<file path="src/inc/cblat_pkg.sv">
`default_nettype none
package cblat_pkg;

  // wishbone register map (byte addresses)
  localparam logic [7:0] ADDR_CFG    = 8'h00;
  localparam logic [7:0] ADDR_STATUS = 8'h04;
  localparam logic [7:0] ADDR_SNOOP  = 8'h08;

  // config register fields
  localparam int CFG_APHASE_LSB = 0;
  localparam int CFG_SNOOP_LSB  = 4;
  localparam int CFG_L2HIT_LSB  = 8;
  localparam int CFG_REPEAT_BIT = 12;
  localparam int CFG_NARROW_BIT = 13;
  localparam int WS_W           = 4;
  localparam logic [31:0] CFG_RESET = 32'h0000_2011;
  localparam logic [31:0] RD_UNMAPPED = 32'h0000_0000;

  // snoop control register fields
  localparam int SNP_GO_BIT  = 0;
  localparam int SNP_CAST_BIT = 1;

  // transfer size codes
  localparam logic [2:0] TSZ_DWORD = 3'h0;
  localparam logic [2:0] TSZ_BYTE  = 3'h1;
  localparam logic [2:0] TSZ_HALF  = 3'h2;
  localparam logic [2:0] TSZ_THREE = 3'h3;
  localparam logic [2:0] TSZ_WORD  = 3'h4;
  localparam logic [2:0] BURST_LOW = 3'h0;
  localparam logic [2:0] WORD_HI   = 3'h4;

  localparam logic [3:0] LANES_NONE = 4'h0;
  localparam logic [3:0] LANES_ALL  = 4'hf;

  localparam logic [1:0] BEATS_ONE = 2'h1;
  localparam logic [1:0] BEATS_TWO = 2'h2;

  typedef struct packed {
    logic [2:0] size_code;
    logic [2:0] low_addr;
  } cblat_xfer_s;

  typedef struct packed {
    logic [3:0] lane_en;
    logic [1:0] beats;
    logic       split;
    cblat_xfer_s first;
    cblat_xfer_s second;
  } cblat_steer_s;

  typedef enum logic [2:0] {
    ST_IDLE,
    ST_WAIT,
    ST_ACK,
    ST_WINDOW,
    ST_OPP
  } cblat_state_e;

endpackage : cblat_pkg
`default_nettype wire

</file>
<file path="src/hw/cblat_addr_term.sv">
// The Wishbone interface to the registers and the register offsets were left to the implementer.
`default_nettype none
// What this block does
// narrow single transfers one beat, dword two
// narrow mode uses only upper data half
// lanes from two low address bits
// word-crossing access split into two accesses
// offset 3 word: byte then three bytes
// end every address tenure with acknowledge
// retry sampled in cycle after acknowledge
// snoop source depends on initiator
// hitting processor requests bus after window
// repeat retried snoop while enable set
// assert retry for castout or pci busy
// grant bus to retrying requesting processor
// wait at least address wait states
// no pipelined ack until data tenure ends
// hold ack until no retry can arise
// aphase waits at least cache hit delay; not done, the CFG_L2HIT_LSB field is never used
// aphase waits at least snoop waits
// snoop waits gate device tenure acknowledge
// 1:1 processors need one snoop wait
// burst low address bits driven zero
// lower data half ignored in narrow mode
module cblat_addr_term
(
  // clock and reset
  input  wire  logic        clk,
  input  wire  logic        resetn,
  // wishbone slave
  input  wire  logic        wb_cyc_i,
  input  wire  logic        wb_stb_i,
  input  wire  logic        wb_we_i,
  input  wire  logic [7:0]  wb_adr_i,
  input  wire  logic [3:0]  wb_sel_i,
  input  wire  logic [31:0] wb_dat_i,
  output logic       [31:0] wb_dat_o,
  output logic              wb_ack_o,
  // processor address tenure
  input  wire  logic        ts_i,
  input  wire  logic        pipelined_i,
  input  wire  logic        data_busy_i,
  input  wire  logic        pci_busy_i,
  input  wire  logic        burst_i,
  input  wire  logic [2:0]  transfer_size_code,
  input  wire  logic [2:0]  low_address_bits,
  input  wire  logic [1:0]  bus_request_line,
  // snoop response and retry pin
  input  wire  logic        address_retry_i,
  output logic              address_retry_o,
  output logic              address_retry_oe_n,
  // acknowledge, grant, lanes
  output logic              aack_o,
  output logic [1:0]        bus_grant_o,
  output logic [3:0]        lane_en_o,
  output logic [1:0]        beats_o,
  output logic              split_o,
  output logic [2:0]        addr_out_o,
  output logic              lower_half_en_o,
  output logic              snoop_busy_o
);
  cblat_pkg::cblat_state_e state_ff, nxt_state;
  logic [31:0]             cfg_ff;
  logic                    snp_go_ff;
  logic                    cast_ff;
  logic                    dev_ff;
  logic [cblat_pkg::WS_W-1:0] cnt_ff;
  logic [cblat_pkg::WS_W-1:0] ws_need;
  logic                    retried_ff;
  logic [1:0]              req_ff;
  logic [31:0]             retry_cnt_ff;
  logic                    wb_hit;
  logic                    retry_cond;
  cblat_pkg::cblat_xfer_s  xfer;
  cblat_pkg::cblat_steer_s steer;

  assign wb_hit = wb_cyc_i & wb_stb_i & ~wb_ack_o;

  // wishbone: single wait state answer, ack for one cycle
  always_ff @(posedge clk or negedge resetn)
  begin
    if (!resetn)
      wb_ack_o <= 1'b0;
    else
      wb_ack_o <= wb_hit;
  end

  always_ff @(posedge clk or negedge resetn)
  begin
    if (!resetn)
      cfg_ff <= cblat_pkg::CFG_RESET;
    else if (wb_hit && wb_we_i && wb_adr_i == cblat_pkg::ADDR_CFG)
    begin
      for (int i = 0; i < 4; i++)
        if (wb_sel_i[i])
          cfg_ff[i*8 +: 8] <= wb_dat_i[i*8 +: 8];
    end
  end

  // snoop launch: software write, cleared in its device tenure's window unless retried with the repeat bit on
  always_ff @(posedge clk or negedge resetn)
  begin
    if (!resetn)
    begin
      snp_go_ff <= 1'b0;
      cast_ff   <= 1'b0;
    end
    else
    begin
      if (state_ff == cblat_pkg::ST_WINDOW && dev_ff)
      begin
        // repeat only while retried and the repeat bit is on
        if (!(address_retry_i && cfg_ff[cblat_pkg::CFG_REPEAT_BIT]))
          snp_go_ff <= 1'b0;
      end
      // cast-out stays pending through the window so its retry is really driven
      if (state_ff == cblat_pkg::ST_WINDOW && !dev_ff)
        cast_ff <= 1'b0;
      // a software set in the same cycle as a clear wins
      if (wb_hit && wb_we_i && wb_adr_i == cblat_pkg::ADDR_SNOOP && wb_sel_i[0])
      begin
        if (wb_dat_i[cblat_pkg::SNP_GO_BIT])
          snp_go_ff <= 1'b1;
        if (wb_dat_i[cblat_pkg::SNP_CAST_BIT])
          cast_ff <= 1'b1;
      end
    end
  end

  always_ff @(posedge clk or negedge resetn)
  begin
    if (!resetn)
      wb_dat_o <= cblat_pkg::RD_UNMAPPED;
    else if (wb_hit && !wb_we_i)
    begin
      case (wb_adr_i)
        cblat_pkg::ADDR_CFG:    wb_dat_o <= cfg_ff;
        cblat_pkg::ADDR_STATUS: wb_dat_o <= {retry_cnt_ff[23:0], 3'h0, retried_ff,
                                             1'b0, 3'(state_ff)};
        cblat_pkg::ADDR_SNOOP:  wb_dat_o <= {30'h0, cast_ff, snp_go_ff};
        default:                wb_dat_o <= cblat_pkg::RD_UNMAPPED;
      endcase
    end
  end

  // lane steering for the narrow data path
  assign xfer.size_code = transfer_size_code;
  assign xfer.low_addr  = low_address_bits;

  cblat_lane_steer u_steer
  (
    .req   (xfer),
    .steer (steer)
  );

  always_ff @(posedge clk or negedge resetn)
  begin
    if (!resetn)
    begin
      lane_en_o  <= cblat_pkg::LANES_NONE;
      beats_o    <= cblat_pkg::BEATS_ONE;
      split_o    <= 1'b0;
      addr_out_o <= cblat_pkg::BURST_LOW;
    end
    else if (ts_i && state_ff == cblat_pkg::ST_IDLE)
    begin
      lane_en_o  <= steer.lane_en;
      beats_o    <= steer.beats;
      split_o    <= steer.split;
      addr_out_o <= burst_i ? cblat_pkg::BURST_LOW : steer.first.low_addr;
    end
  end

  // lower half never carries data in narrow mode
  assign lower_half_en_o = ~cfg_ff[cblat_pkg::CFG_NARROW_BIT];

  // wait-state target: processor tenures take the larger of aphase and snoop
  always_comb
  begin
    if (dev_ff)
      ws_need = cfg_ff[cblat_pkg::CFG_SNOOP_LSB +: cblat_pkg::WS_W];
    else if (cfg_ff[cblat_pkg::CFG_APHASE_LSB +: cblat_pkg::WS_W] >
             cfg_ff[cblat_pkg::CFG_SNOOP_LSB +: cblat_pkg::WS_W])
      ws_need = cfg_ff[cblat_pkg::CFG_APHASE_LSB +: cblat_pkg::WS_W];
    else
      // guards against software leaving aphase below the snoop setting
      ws_need = cfg_ff[cblat_pkg::CFG_SNOOP_LSB +: cblat_pkg::WS_W];
  end

  assign retry_cond = cast_ff | pci_busy_i;

  always_comb
  begin
    nxt_state = state_ff;
    case (state_ff)
      cblat_pkg::ST_IDLE:
        if (ts_i || snp_go_ff)
          nxt_state = cblat_pkg::ST_WAIT;
      cblat_pkg::ST_WAIT:
        // ack held for waits, open data tenure of a pipelined tenure, pending retry cause while data busy
        if (cnt_ff >= ws_need && !(pipelined_i && data_busy_i)
            && !(retry_cond && !dev_ff && data_busy_i))
          nxt_state = cblat_pkg::ST_ACK;
      cblat_pkg::ST_ACK:
        nxt_state = cblat_pkg::ST_WINDOW;
      cblat_pkg::ST_WINDOW:
        nxt_state = cblat_pkg::ST_OPP;
      cblat_pkg::ST_OPP:
        nxt_state = cblat_pkg::ST_IDLE;
      default:
        nxt_state = cblat_pkg::ST_IDLE;
    endcase
  end

  always_ff @(posedge clk or negedge resetn)
  begin
    if (!resetn)
      state_ff <= cblat_pkg::ST_IDLE;
    else
      state_ff <= nxt_state;
  end

  always_ff @(posedge clk or negedge resetn)
  begin
    if (!resetn)
    begin
      cnt_ff <= '0;
      dev_ff <= 1'b0;
    end
    else if (state_ff == cblat_pkg::ST_IDLE)
    begin
      cnt_ff <= '0;
      dev_ff <= ~ts_i & snp_go_ff;
    end
    else if (state_ff == cblat_pkg::ST_WAIT && cnt_ff != '1)
      cnt_ff <= cnt_ff + 1'b1;
  end

  assign aack_o = (state_ff == cblat_pkg::ST_ACK);

  // device drives retry only in the window of a processor tenure
  assign address_retry_o    = 1'b1;
  assign address_retry_oe_n = ~(state_ff == cblat_pkg::ST_WINDOW && !dev_ff && retry_cond);

  // window sampling: retry from any snooper; the hitting master's request one cycle later
  always_ff @(posedge clk or negedge resetn)
  begin
    if (!resetn)
    begin
      retried_ff   <= 1'b0;
      req_ff       <= 2'b00;
      retry_cnt_ff <= 32'h0000_0000;
    end
    else if (state_ff == cblat_pkg::ST_WINDOW)
    begin
      retried_ff <= address_retry_i;
      if (address_retry_i)
        retry_cnt_ff <= retry_cnt_ff + 32'h0000_0001;
    end
    else if (state_ff == cblat_pkg::ST_OPP)
      req_ff <= bus_request_line;
  end

  // copy-back grant to the processor that retried and asked for the bus
  always_ff @(posedge clk or negedge resetn)
  begin
    if (!resetn)
      bus_grant_o <= 2'b00;
    else if (state_ff == cblat_pkg::ST_OPP && retried_ff)
      bus_grant_o <= bus_request_line[0] ? 2'b01 : (bus_request_line[1] ? 2'b10 : 2'b00);
    else if (bus_request_line == 2'b00)
      bus_grant_o <= 2'b00;
  end

  assign snoop_busy_o = snp_go_ff;

  property p_ack_one;
    @(posedge clk) disable iff (!resetn) aack_o |=> !aack_o ##1 !aack_o;
  endproperty
  a_ack_one: assert property (p_ack_one) else $error("ack longer than one cycle");

  property p_wait_min;
    @(posedge clk) disable iff (!resetn)
      aack_o |-> $past(cnt_ff) >= $past(ws_need);
  endproperty
  a_wait_min: assert property (p_wait_min) else $error("ack before wait states");

  property p_pipe;
    @(posedge clk) disable iff (!resetn)
      aack_o |-> !($past(pipelined_i) && $past(data_busy_i));
  endproperty
  a_pipe: assert property (p_pipe) else $error("ack during open data tenure");

  property p_win;
    @(posedge clk) disable iff (!resetn)
      !address_retry_oe_n |-> $past(aack_o);
  endproperty
  a_win: assert property (p_win) else $error("retry outside window");

  property p_grant;
    @(posedge clk) disable iff (!resetn)
      (state_ff == cblat_pkg::ST_OPP && retried_ff && bus_request_line[0]) |=> bus_grant_o[0];
  endproperty
  a_grant: assert property (p_grant) else $error("no copy-back grant");

  property p_narrow;
    @(posedge clk) disable iff (!resetn)
      cfg_ff[cblat_pkg::CFG_NARROW_BIT] |-> !lower_half_en_o;
  endproperty
  a_narrow: assert property (p_narrow) else $error("lower half used");

  property p_burst0;
    @(posedge clk) disable iff (!resetn)
      (ts_i && burst_i && state_ff == cblat_pkg::ST_IDLE) |=> addr_out_o == 3'h0;
  endproperty
  a_burst0: assert property (p_burst0) else $error("burst address not zero");

  property p_dw;
    @(posedge clk) disable iff (!resetn)
      (ts_i && state_ff == cblat_pkg::ST_IDLE && transfer_size_code == 3'h0)
        |=> beats_o == 2'h2 && lane_en_o == 4'hf;
  endproperty
  a_dw: assert property (p_dw) else $error("double word steering wrong");

  property p_seq;
    @(posedge clk) disable iff (!resetn)
      aack_o |=> state_ff == cblat_pkg::ST_WINDOW ##1 state_ff == cblat_pkg::ST_OPP;
  endproperty
  a_seq: assert property (p_seq) else $error("window order broken");

  c_ack: cover property (@(posedge clk) disable iff (!resetn) aack_o);
  c_retry: cover property (@(posedge clk) disable iff (!resetn) !address_retry_oe_n);
  c_split: cover property (@(posedge clk) disable iff (!resetn) split_o);
  c_repeat: cover property (@(posedge clk) disable iff (!resetn)
    dev_ff && state_ff == cblat_pkg::ST_WINDOW && address_retry_i);
endmodule : cblat_addr_term
`default_nettype wire

</file>
<file path="src/hw/cblat_lane_steer.sv">
`default_nettype none
module cblat_lane_steer
(
  // request
  input  wire  cblat_pkg::cblat_xfer_s  req,
  // steering result
  output var   cblat_pkg::cblat_steer_s steer
);
  logic [2:0] nbytes;
  logic [2:0] end_off;
  logic [2:0] first_n;
  logic [2:0] rest_n;
  logic [3:0] mask;

  always_comb
  begin
    nbytes = (req.size_code == cblat_pkg::TSZ_DWORD) ? cblat_pkg::TSZ_WORD : req.size_code;
    end_off = {1'b0, req.low_addr[1:0]} + nbytes;
    first_n = 3'(cblat_pkg::TSZ_WORD - {1'b0, req.low_addr[1:0]});
    rest_n = 3'(end_off - cblat_pkg::TSZ_WORD);
    steer = '0;
    steer.first = req;
    steer.beats = cblat_pkg::BEATS_ONE;
    mask = 4'((5'h1 << nbytes) - 5'h1);
    // lane index ignores the top address bit; only lanes 0-3 exist
    steer.lane_en = 4'(mask << req.low_addr[1:0]);
    if (req.size_code == cblat_pkg::TSZ_DWORD)
    begin
      steer.lane_en = cblat_pkg::LANES_ALL;
      steer.beats = cblat_pkg::BEATS_TWO;
      steer.first.low_addr = cblat_pkg::BURST_LOW;
    end
    else if (end_off > cblat_pkg::TSZ_WORD)
    begin
      // crossing a word boundary: two accesses, first up to the boundary
      steer.split = 1'b1;
      steer.first.size_code = first_n;
      steer.lane_en = 4'(cblat_pkg::LANES_ALL << req.low_addr[1:0]);
      steer.second.size_code = rest_n;
      steer.second.low_addr = {~req.low_addr[2], 2'b00};
    end
  end
endmodule : cblat_lane_steer
`default_nettype wire

</file>
<file path="config.mk">
export PLATFORM = sky130hd
export DESIGN_NAME = cblat_addr_term
export DESIGN_NICKNAME = d
export VERILOG_FILES = /design/src/inc/cblat_pkg.sv /design/src/hw/cblat_addr_term.sv /design/src/hw/cblat_lane_steer.sv
export SDC_FILE = /design/constraint.sdc
export NUM_CORES = 1
export LEC_CHECK = 0
export BUFFER_PORTS_ARGS = -buffer_cell sky130_fd_sc_hd__clkbuf_2
export CAP_MARGIN = 20
export CORE_MARGIN = 8
export CORE_UTILIZATION = 59
export CTS_CLUSTER_DIAMETER = 150
export CTS_CLUSTER_SIZE = 10
export DETAILED_ROUTE_END_ITERATION = 8
export HOLD_SLACK_MARGIN = 0.03
export PLACE_DENSITY = 0.84
export SYNTH_ARGS = -nofsm -noshare
export SYNTH_HDL_FRONTEND = slang
export SYNTH_HIERARCHICAL = 1
export SYNTH_SLANG_ARGS = --single-unit
</file>
<file path="constraint.sdc">
create_clock -name clk -period 4.9 [get_ports clk]
set_input_delay 0.98 -clock clk [delete_from_list [all_inputs] [get_ports clk]]
set_output_delay 0.98 -clock clk [all_outputs]
set_load 0.02 [all_outputs]
</file>
==> summary.txt <==
Slew Viols, Final: 0
Fraction of the cycle the final worst path needs: 58.3%
Post-Syn Area: 5390 um2
Part of the power in the clock network: 23.7%
Design area: 6200 um2
I/O Pins: 113
CTS Buf Count: 9
Clock Pin Slew Worst Setup and Hold Paths: 0.10 ns
Footprint of the multi-input gates: 2430 um2
Gp weighted congestion: 0.818
Slew headroom: 32.5%
Die width: 112 um
Cells after Synth: 472
Initial antenna violation count: 0
Placed Cells incl. Taps: 679
Total Routing Usage GR: 19.4%
Highest Clock Rate: 350 MHz
First-pass iteration count of the detailed router: 4
Largest net degree at the start of global routing: 88
Routed Antenna Nets: 0
Vias per inst: 5.68
Via count: 3,950
Critical path class: flip-flop to flip-flop
Layout fillers: 707
Register area: 2810 um2
DP HPWL: 8.90 mm
Worst hold path class: primary input to asynchronous set/reset pin
Comb pwr share: 22.5%
Least-Margin Pin Slew: 1.01 ns
Non-filler cells, final: 696
Chip Height: 112 um
RSZ-0062 raised after global routing: no
Sw Share: 32.4%
DR iter-0 viols: 144
Placed cell area: 6010 um2
Total number of yosys warnings: 6
Clock root buffer: clkbuf_8
Critical Path AT: 3.14 ns
Setup TNS: 0 ns
Critical path data required time: 5.19 ns
Core Util, Final: 68.4%
Post-CTS setup buffers: 0
Critical Path Source Type: flip-flop
Input/output buffers: 111
Area grow syn2layout: 15.1%
GRT Residual Overflow: 0
Row cnt: 35
# setup viols final: 0
Final Hold Viols: 0
Die area: 12,400 um2
Vias in the first global route: 4,069
Clk buf depth: 2
CTS tree: yes
CTS Hold Bufs: 0
Sw Pwr: 0.000672 W
Leakage Power: 3.08 nW
Pwr/cell area: 334 nW/um2
VDD IR max: 0.000259 V
Worst setup margin: 2.04 ns
Syn nets: 547
Period minus WS final: 2.86 ns
Syn avg cell area: 11.4 um2
Critical Path Fanout Max: 4
Setup crit end kind: flip-flop
Initial Utilization: 59.4%
H-tree depth: 3
# nets final: 655
Ant diodes: 0
First-pass GRT wire length: 19.7 mm
Reg power frac: 53.8%
Clk_lat worst skew: 0.37 ns
Layout cells sized above 1: 31.8%
Clock sinks: 112
Max-Cap Viols: 0
Core Region: 9060 um2
Setup Slack @ Placement: 1.94 ns
Setup Skew: 0.0136 ns
Int Power: 0.00140 W
Outcome: finished, final reports clean
CTS-repair resized insts: 0
DRC: 0
DRT Wirelength: 12.0 mm
Average wire per standard cell: 17.3 um
-- sequential cells by signal (all words and copies together), names as in the netlist --
name	cells
lane_en_o	4
beats_o	2
snoop_busy_o	1
cfg_ff	32
split_o	1
addr_out_o	3
retry_cnt_ff	24
retried_ff	1
wb_dat_o	32
dev_ff	1
bus_grant_o	2
cnt_ff	4
state_ff	3
wb_ack_o	1
cast_ff	1
-- stage by stage --
stage | total power, W | hold slack (ns)
floorplan | 0.00144 | 0.445
global placement | 0.00158 | 0.461
detailed placement | 0.00160 | 0.470
CTS | 0.00208 | 0.490
global route | 0.00217 | 0.472
finish | 0.00207 | 0.463
-- metal layers --
metal	GRT usage, %	routed length, um
met1	23.1	5180
met2	33.7	6090
met3	4.76	593
met4	6.11	161
met5	0	0
-- worst max-delay path: stages (launching register included) --
cell       delay (ns)
dfstp_2          0.56
inv_1            0.06
ha_1             0.29
a41o_1           0.22
a31oi_1          0.41
mux2_2           0.40
ha_1             0.27
nor2_1           0.09
a21oi_1          0.07
o21ai_0          0.24
a2bb2oi_1        0.17
-- power by group through the flow --
| stage | registers, W | logic, W | clock network, W |
|---|---|---|---|
| 2_1_floorplan | 0.00114 | 0.000304 | 0 |
| 3_3_place_gp | 0.00113 | 0.000452 | 0 |
| 3_5_place_dp | 0.00113 | 0.000469 | 0 |
| 4_1_cts | 0.00112 | 0.000471 | 0.000498 |
| 5_1_grt | 0.00113 | 0.000515 | 0.000527 |
| 6_report | 0.00112 | 0.000466 | 0.000492 |
-- cell type report --
type,instances,area share [%]
Sequential cell,112,45.3
Multi-Input combinational cell,327,39.1
Timing Repair Buffer,115,9.81
Clock inverter,4,0.464
Tap cell,111,2.24
Inverter,15,0.908
Clock buffer,12,2.18
-- final timing paths --
kind,startpoint,end,slack [ns],cells past startpoint
max in group asynchronous,resetn,cfg_ff[13],3.41,3
min in group clk,wb_dat_o[18],wb_dat_o[18],0.48,2
max,cfg_ff[0],state_ff[0],2.04,10
min,resetn,cfg_ff[28],0.46,1
max reg2reg,cfg_ff[0],state_ff[0],2.04,10
min reg2reg,wb_dat_o[18],wb_dat_o[18],0.48,2
-- cell usage in the layout, fill, tap and decap left out, types with 2 or more instances in the layout --
| master | count |
|---|---|
| clkbuf_8 | 9 |
| nand2_2 | 3 |
| and3_1 | 7 |
| nor2_4 | 5 |
| ha_1 | 12 |
| nand3_1 | 11 |
| o21ai_0 | 37 |
| mux2_2 | 35 |
| a22o_1 | 4 |
| dfstp_2 | 4 |
| nor2b_1 | 3 |
| nor3_1 | 2 |
| mux2_1 | 4 |
| and4_1 | 3 |
| o211ai_1 | 4 |
| clkinvlp_4 | 2 |
| xnor2_1 | 25 |
| clkbuf_1 | 3 |
| nand2_1 | 56 |
| o22a_1 | 2 |
| buf_4 | 4 |
| dfrtp_1 | 108 |
| inv_1 | 15 |
| nor4_4 | 2 |
| xor2_1 | 3 |
| nand2b_1 | 4 |
| nand3b_1 | 3 |
| nand4_1 | 17 |
| and2_1 | 2 |
| nor2_1 | 23 |
| clkbuf_2 | 110 |
| a21oi_1 | 7 |
| mux2i_1 | 32 |
(Power assumes the default switching activity.)
